[src/text_ctrl_pkg.sv]
package text_ctrl_pkg;
   // buffer capacity in characters
   localparam int unsigned BUF_DEPTH = 250;
   localparam int unsigned PTR_W = 8;
   localparam int unsigned CHAR_W = 8;
   localparam logic [PTR_W-1:0] PTR_MAX = 8'hfa;
   localparam logic [PTR_W-1:0] PTR_RST = 8'h00;
   // control character codes
   localparam logic [7:0] CH_DEL = 8'h7f;
   localparam logic [7:0] CH_CTRL_E = 8'h05;
   localparam logic [7:0] CH_CTRL_B = 8'h02;
   localparam logic [7:0] CH_CTRL_C = 8'h03;
   localparam logic [7:0] CH_CTRL_P = 8'h10;
   localparam logic [7:0] CH_CTRL_R = 8'h12;
   localparam logic [7:0] CH_BELL = 8'h07;
   // clock and baud timing
   localparam int unsigned CLK_HZ = 125_000_000;
   localparam int unsigned BAUD_DEF = 300;
   localparam int unsigned BIT_CYC_DEF = CLK_HZ / BAUD_DEF;
   localparam int unsigned CNT_W = 20;
   localparam int unsigned BITS_PER_FRAME = 10;
   // serial output pin txd as one carrier
   typedef struct packed {
      logic txd;
   } line_out_t;
   // one received character event
   typedef struct packed {
      logic valid;
      logic [CHAR_W-1:0] data;
   } rx_char_t;
endpackage

[src/text_ctrl.sv]
`timescale 1ns/1ps
// Summary of operation
// - keep up to 250 characters in order
// - delete removes newest, echoes it back
// - control-E empties the whole memory
// - marker stored but never printed
// - marker read during print halts print
// - control-C resumes after the halting marker
// - control-P prints from first character
// - print until end or next marker
// - bell when entering into full memory
// - bell on print of empty memory
// - bell on delete of empty memory
// - serial bits on one output, one input
// - bit rate divided from system clock
// - all logic on one system clock
// - external reset restores initial state
module text_ctrl
   import text_ctrl_pkg::*;
#(
   parameter int unsigned BIT_CYC = BIT_CYC_DEF
) (
   // clock and reset
   input wire logic clk_sys,
   input wire logic arst_n,
   // serial link
   input wire logic rxd,
   output line_out_t line_out,
   // status
   output logic [PTR_W-1:0] fill_count,
   output logic printing
);
   localparam logic [CNT_W-1:0] BIT_N = CNT_W'(BIT_CYC);
   localparam logic [CNT_W-1:0] HALF_N = CNT_W'(BIT_CYC / 2);
   localparam logic [3:0] FRAME_N = 4'(BITS_PER_FRAME);
   typedef enum logic [2:0] {
      S_IDLE = 3'b000, // waiting for a character
      S_RD = 3'b001, // memory read issued
      S_CHK = 3'b010, // read data available
      S_SEND = 3'b011, // transmitter busy
      S_HALT = 3'b100 // stopped at marker
   } ctl_t;
   // receiver sync and state
   logic rx_s1_r, rx_s2_r; // two-stage synchroniser
   logic rx_busy_r, rx_busy_nxt;
   logic [CNT_W-1:0] rx_cnt_r, rx_cnt_nxt;
   logic [3:0] rx_bit_r, rx_bit_nxt;
   logic [7:0] rx_sh_r, rx_sh_nxt;
   rx_char_t rx_ev;
   // transmitter state
   logic tx_busy_r, tx_busy_nxt;
   logic [CNT_W-1:0] tx_cnt_r, tx_cnt_nxt;
   logic [3:0] tx_bit_r, tx_bit_nxt;
   logic [9:0] tx_sh_r, tx_sh_nxt;
   logic tx_go; // load request from control
   logic [7:0] tx_char;
   // control state
   ctl_t st_r, st_nxt;
   logic [PTR_W-1:0] cnt_r, cnt_nxt; // stored characters
   logic [PTR_W-1:0] rp_r, rp_nxt; // print position
   logic echo_r, echo_nxt; // read is for delete echo
   logic we;
   logic [PTR_W-1:0] raddr;
   logic [7:0] rdata;
   // pin synchroniser
   always_ff @(posedge clk_sys or negedge arst_n) begin
      if (!arst_n) begin
         rx_s1_r <= 1'b1;
         rx_s2_r <= 1'b1;
      end else begin
         rx_s1_r <= rxd;
         rx_s2_r <= rx_s1_r;
      end
   end
   // receiver next state, sample mid-bit
   always_comb begin
      rx_busy_nxt = rx_busy_r;
      rx_cnt_nxt = rx_cnt_r;
      rx_bit_nxt = rx_bit_r;
      rx_sh_nxt = rx_sh_r;
      rx_ev = '0;
      if (!rx_busy_r) begin
         if (!rx_s2_r) begin // start edge
            rx_busy_nxt = 1'b1;
            rx_cnt_nxt = HALF_N;
            rx_bit_nxt = '0;
         end
      end else if (rx_cnt_r != '0) begin
         rx_cnt_nxt = rx_cnt_r - 1'b1;
      end else begin
         rx_cnt_nxt = BIT_N - 1'b1;
         rx_bit_nxt = rx_bit_r + 1'b1;
         if (rx_bit_r == 4'h0) begin
            // false start if line back at mark
            if (rx_s2_r) begin
               rx_busy_nxt = 1'b0;
            end
         end else if (rx_bit_r < 4'h9) begin
            rx_sh_nxt = {rx_s2_r, rx_sh_r[7:1]}; // lsb first
         end else begin
            rx_busy_nxt = 1'b0;
            rx_ev.valid = rx_s2_r; // framing error drops char
            rx_ev.data = rx_sh_r;
         end
      end
   end
   // receiver registers
   always_ff @(posedge clk_sys or negedge arst_n) begin
      if (!arst_n) begin
         rx_busy_r <= 1'b0;
         rx_cnt_r <= '0;
         rx_bit_r <= '0;
         rx_sh_r <= '0;
      end else begin
         rx_busy_r <= rx_busy_nxt;
         rx_cnt_r <= rx_cnt_nxt;
         rx_bit_r <= rx_bit_nxt;
         rx_sh_r <= rx_sh_nxt;
      end
   end
   // transmitter next state
   always_comb begin
      tx_busy_nxt = tx_busy_r;
      tx_cnt_nxt = tx_cnt_r;
      tx_bit_nxt = tx_bit_r;
      tx_sh_nxt = tx_sh_r;
      if (!tx_busy_r) begin
         if (tx_go) begin
            // stop, data, start; shifted lsb first
            tx_sh_nxt = {1'b1, tx_char, 1'b0};
            tx_busy_nxt = 1'b1;
            tx_cnt_nxt = BIT_N - 1'b1;
            tx_bit_nxt = '0;
         end
      end else if (tx_cnt_r != '0) begin
         tx_cnt_nxt = tx_cnt_r - 1'b1;
      end else begin
         tx_cnt_nxt = BIT_N - 1'b1;
         tx_sh_nxt = {1'b1, tx_sh_r[9:1]};
         tx_bit_nxt = tx_bit_r + 1'b1;
         if (tx_bit_r == FRAME_N - 1'b1) begin
            tx_busy_nxt = 1'b0;
         end
      end
   end
   // transmitter registers; idle at mark
   always_ff @(posedge clk_sys or negedge arst_n) begin
      if (!arst_n) begin
         tx_busy_r <= 1'b0;
         tx_cnt_r <= '0;
         tx_bit_r <= '0;
         tx_sh_r <= 10'h3ff;
      end else begin
         tx_busy_r <= tx_busy_nxt;
         tx_cnt_r <= tx_cnt_nxt;
         tx_bit_r <= tx_bit_nxt;
         tx_sh_r <= tx_sh_nxt;
      end
   end
   assign line_out.txd = tx_sh_r[0]; // single output line
   // control next state
   always_comb begin
      st_nxt = st_r;
      cnt_nxt = cnt_r;
      rp_nxt = rp_r;
      echo_nxt = echo_r;
      we = 1'b0;
      raddr = rp_r;
      tx_go = 1'b0;
      tx_char = CH_BELL;
      unique case (st_r)
         S_IDLE, S_HALT: begin
            // characters arriving while halted are typed insertions
            if (rx_ev.valid) begin
               unique case (rx_ev.data)
                  // erase all; software reset does the same
                  CH_CTRL_E, CH_CTRL_R: begin
                     cnt_nxt = '0;
                     rp_nxt = '0;
                     st_nxt = S_IDLE;
                  end
                  CH_DEL: begin
                     if (cnt_r == '0) begin
                        tx_go = 1'b1; // bell
                        st_nxt = S_SEND;
                     end else begin
                        // read newest then drop it
                        cnt_nxt = cnt_r - 1'b1;
                        rp_nxt = cnt_r - 1'b1;
                        echo_nxt = 1'b1;
                        st_nxt = S_RD;
                     end
                  end
                  CH_CTRL_P: begin
                     if (cnt_r == '0) begin
                        tx_go = 1'b1;
                        st_nxt = S_SEND;
                     end else begin
                        rp_nxt = '0;
                        echo_nxt = 1'b0;
                        st_nxt = S_RD;
                     end
                  end
                  CH_CTRL_C: begin
                     if (st_r == S_HALT) begin
                        // rp already past the marker
                        echo_nxt = 1'b0;
                        st_nxt = S_RD;
                     end
                  end
                  default: begin
                     if (cnt_r == PTR_MAX) begin
                        tx_go = 1'b1;
                        st_nxt = S_SEND;
                     end else begin
                        // markers stored like any char
                        we = 1'b1;
                        cnt_nxt = cnt_r + 1'b1;
                     end
                  end
               endcase
            end
         end
         S_RD: begin
            st_nxt = S_CHK; // address presented this cycle
         end
         S_CHK: begin
            if (!echo_r && rdata == CH_CTRL_B) begin
               rp_nxt = rp_r + 1'b1; // halt, not printed
               st_nxt = S_HALT;
            end else begin
               // echo or printed character
               tx_char = rdata;
               tx_go = 1'b1;
               echo_nxt = 1'b0;
               rp_nxt = echo_r ? PTR_RST : rp_r + 1'b1;
               st_nxt = S_SEND;
            end
         end
         S_SEND: begin
            if (!tx_busy_r && !tx_go) begin
               // continue print until end of text
               st_nxt = (printing && rp_r < cnt_r) ? S_RD : S_IDLE;
            end
         end
         default: begin
            st_nxt = S_IDLE;
         end
      endcase
   end

   // printing flag, remembered across the send wait
   logic print_r, print_nxt;
   always_comb begin
      print_nxt = print_r;
      if (st_nxt == S_HALT) begin
         print_nxt = 1'b0; // marker ends the run
      end else if (st_r == S_CHK) begin
         print_nxt = !echo_r; // delete echo is no print-out
      end else if (st_r == S_SEND && st_nxt == S_IDLE) begin
         print_nxt = 1'b0;
      end
   end
   // control registers
   always_ff @(posedge clk_sys or negedge arst_n) begin
      if (!arst_n) begin
         st_r <= S_IDLE;
         cnt_r <= PTR_RST;
         rp_r <= PTR_RST;
         echo_r <= 1'b0;
         print_r <= 1'b0;
      end else begin
         st_r <= st_nxt;
         cnt_r <= cnt_nxt;
         rp_r <= rp_nxt;
         echo_r <= echo_nxt;
         print_r <= print_nxt;
      end
   end
   assign printing = print_r;
   assign fill_count = cnt_r;
   // character store
   text_mem #(
      .DEPTH(BUF_DEPTH)
   ) u_mem (
      .clk_sys(clk_sys),
      .we(we),
      .waddr(cnt_r),
      .wdata(rx_ev.data),
      .raddr(raddr),
      .rdata(rdata)
   );
endmodule

[src/text_mem.sv]
`timescale 1ns/1ps
// character memory, registered read data
module text_mem
   import text_ctrl_pkg::*;
#(
   parameter int unsigned DEPTH = BUF_DEPTH
) (
   // clock
   input wire logic clk_sys,
   // write port
   input wire logic we,
   input wire logic [PTR_W-1:0] waddr,
   input wire logic [CHAR_W-1:0] wdata,
   // read port
   input wire logic [PTR_W-1:0] raddr,
   output logic [CHAR_W-1:0] rdata
);
   logic [CHAR_W-1:0] mem [DEPTH];
   // write and registered read
   always_ff @(posedge clk_sys) begin
      if (we) begin
         mem[waddr] <= wdata;
      end
      rdata <= mem[raddr];
   end
endmodule

[config.mk]
export PLATFORM = sky130hd
export DESIGN_NAME = text_ctrl
export DESIGN_NICKNAME = d
export VERILOG_FILES = /design/src/text_ctrl_pkg.sv /design/src/text_ctrl.sv /design/src/text_mem.sv
export SDC_FILE = /design/constraint.sdc
export NUM_CORES = 2
export LEC_CHECK = 0
export ABC_AREA = 1
export BUFFER_PORTS_ARGS = -buffer_cell sky130_fd_sc_hd__buf_4
export CORE_ASPECT_RATIO = 1.1
export CORE_UTILIZATION = 45
export CTS_CLUSTER_SIZE = 16
export DETAILED_ROUTE_END_ITERATION = 10
export SETUP_SLACK_MARGIN = 0.15
export SKIP_LAST_GASP = 1
export SLEW_MARGIN = 20
export SYNTH_ARGS = -nofsm -noshare
export SYNTH_HDL_FRONTEND = slang
export SYNTH_SLANG_ARGS = --single-unit
export TNS_END_PERCENT = 5
[constraint.sdc]
create_clock -name clk_sys -period 11.1 [get_ports clk_sys]
set_clock_uncertainty 0.15 [all_clocks]
set_input_delay 0.555 -clock clk_sys [delete_from_list [all_inputs] [get_ports clk_sys]]
set_output_delay 0.555 -clock clk_sys [all_outputs]
set_load 0.01 [all_outputs]
==> results.ini <==
[status]
status=completed

[floorplan]
dieWidth_um=416.1
chipHeight_um=457.6
dieArea_um2=190400
core_footprint_um2=186700
initial_core_util_pct=45.47
top_level_ports=13
num_rows=166

[synthesis]
synth.top_cells.by_area=edfxtp_1, nor2_1, o21ai_0, nand2_1, o221ai_1
yosysMostFrequentCell=edfxtp_1
postSynthRegisterBits=2098
yosysWarningCount=0
post_synth_instance_area_um2=84900
synthDominantCellAreaShare_pct=70.74
ys_async_rst_share_pct=4.290
synth.net_count=6585
sequential_to_total_area_share_from_yosys_stat_pct=73.60
synth_enable_flop_cells=2000
post_synth_most_frequent_cells=edfxtp_1, nor2_1, o21ai_0
synthesis.instances=6561
synth_top_area_cell=edfxtp_1
yosys_most_used_dff=edfxtp_1
netlist-cell-type-count=54
average_instance_area_after_synthesis_um2=12.94

[global_routing]
grt_max_degree=168
grt_overflow_total=0
grt_pass1_vias=52200
grt_util_all_layers_pct=25.36
antenna_found_initial=8
grt_pass1_wl_um=358500

[clock_tree]
clock_tree.root_cell=clkbuf_16
cts_tree=built
cts.sinks=2098
clock_path_buffers=3
clk_latency_ns=0.88
clkSlewWorstSetupHoldPaths_ns=0.07
cts_inserted_buffers=204
post_cts.resized_instances=0
cts-htree-levels=4

[power_and_ir_drop]
power.ir.vdd_worst_uv=168.9
p_comb_share_pct=0.1
seqPwrFrac_pct=55.3
p_int_mw=12.36
clock_power_share_pct=44.6
report.power.total_mw=15.43
cellLeakagePower_nw=26.58
power.density_nw_per_um2=164.7
power_switching_mw=3.070
p_sw_share_pct=19.89

[placed_design]
dp_cells=8627
detailed_place_hpwl_um=139400
gp_congestion=0.9107
io_buffers=12
placed_area_um2=87060

[timing]
fin_tns_setup_ns=0
worst-slew-pin-transition_ns=1.106
final_worst_path_period_share_pct=47.78
timing.final.crit_period_ns=5.303
timing.fmax_mhz=188.6
timing_max_transition_violations_final=0
rsz0062_at_grt=false
setup_violations=0
hold_slack_ns=0.1789
slew_headroom_pct=26.30
final-hold-violation-count=0

[drt]
vias=54840
detail_route.wirelength_um=245400
drt-initial-drc-count=6696
detailed_route_vias_per_instance=6.081
detail_route.drc_violations=0
iteration_count_of_the_initial_detailed_routing_pass=6
antenna_violating_nets_post_route=0
avgRoutedWirePerCell_um=27.21

[layout]
layout.nets=6425
syn_to_final_growth_pct=10.41
drive_gt1_share_pct=7.314
final-instance-count-excl-fill=9018
num-fill-cells=15860
layout.cell_area.non_filler_um2=93730

[setup_path]
crit_path_end_kind=flop
path_class=flop to flop
timing.critical_path.fanout_max=84
worst_ep_required_time_ns=11.77
worst-endpoint-arrival_ns=5.98
timing.reg2reg.worst_path_depth=12
worst_setup_path_start_kind=flop

[min_path]
min-delay-path-class=input pin to flop
min_path_cells=2

[run]
maxCapViolCount=0

## final timing paths
check                          from             end  slack, ns
max                        raddr[1]  u_mem.rdata[7]       5.80
min                             rxd         rx_s1_r       0.18
max reg2reg                raddr[1]  u_mem.rdata[7]       5.80
min reg2reg                 rx_s1_r         rx_s2_r       0.22
max in group asynchronous    arst_n     rx_cnt_r[5]       8.95
min in group asynchronous    arst_n         rx_s2_r       0.55
## power by group through the flow
stage / logic (mW) / clock network, mW / registers (mW)
after detailed placement: 0.00869 / 0 / 8.70
after floorplan: 0.000345 / 0 / 8.70
after global placement: 0.00863 / 0 / 8.70
after global routing: 0.0106 / 7.27 / 8.53
final: 0.00902 / 6.89 / 8.54
after CTS: 0.00978 / 6.96 / 8.54
## stage by stage
stage / util, % / worst slack, ns
2_1_floorplan: - / 2.599
3_3_place_gp: 46.62 / 5.910
3_5_place_dp: 46.63 / 5.908
5_1_grt: 50.20 / 5.654
6_report: 50.20 / 5.797
4_1_cts: 50.19 / 5.900
## layout make-up
type                    count  area, µm²  area share [%]
flip-flops and latches   2098      62500           66.68
multi-input cells        3835      20040           21.37
clock buffers             245       5279           5.632
well taps                2436       3048           3.252
clock inverters           136       1341           1.431
repair buffers             99      853.3          0.9104
inverters                 163      663.1          0.7075
diodes                      6      15.01         0.01602
## what timing repair did
item                      4_1_cts  5_1_grt
hold buffers                    4        0
hold endpoints to repair       21        0
setup buffers                   0        0
## worst max-delay path: stages (launching register included)
cell       delay (ns)
dfrtp_4          0.80
buf_4            0.48
inv_8            0.50
buf_4            0.65
buf_4            0.71
o21ai_0          0.19
o22ai_1          0.28
a2bb2oi_1        0.15
o211ai_1         0.34
o211ai_1         0.26
nand3_1          0.38
nand3_1          0.14
nand2_1          0.09
## placed cells by master (no fill, tap or decap), types with 20 or more instances in the layout
cell type / n
ha_1: 21
o211ai_1: 176
a21oi_1: 222
o21ai_0: 723
nor3_1: 20
dfrtp_1: 74
o22ai_1: 258
nand2_1: 673
nor2_1: 994
buf_4: 87
o221ai_1: 277
clkinv_1: 76
nand3_1: 183
a2bb2oi_1: 95
edfxtp_1: 2000
xor2_1: 30
a211oi_1: 21
clkbuf_16: 204
clkinv_2: 37
inv_1: 133
clkbuf_1: 39
## kinds of logic after synthesis
group / count (synthesis) / share of synthesized area [%]
buffers and inverters: 628 / 2.883
and+or+nand+nor: 1971 / 9.489
AOI/OAI and AO/OA: 1806 / 13.34
adders and majority gates: 21 / 0.3095
xor gates and xnor gates: 37 / 0.3817
DFF: 2098 / 73.60
## state kept, by name (all words and copies together) (netlist names), 3 cells and up
signal       flops
tx_cnt_r        20
rx_cnt_r        20
raddr            8
u_mem.rdata      8
rx_sh_r          8
fill_count       8
tx_sh_r          9
rx_bit_r         4
st_r             3
u_mem.mem     2000
tx_bit_r         4
## layer usage
layer  vias to the layer above  global-route usage (%)  routed length (µm)
met3                       457                   4.223               20700
met4                         0                   10.87               10540
met2                      2582                   39.89              115500
met5                         -                       0                   0
li1                      24300                       -                   -
met1                     27500                   34.91               98700
(Power assumes the default switching activity.)
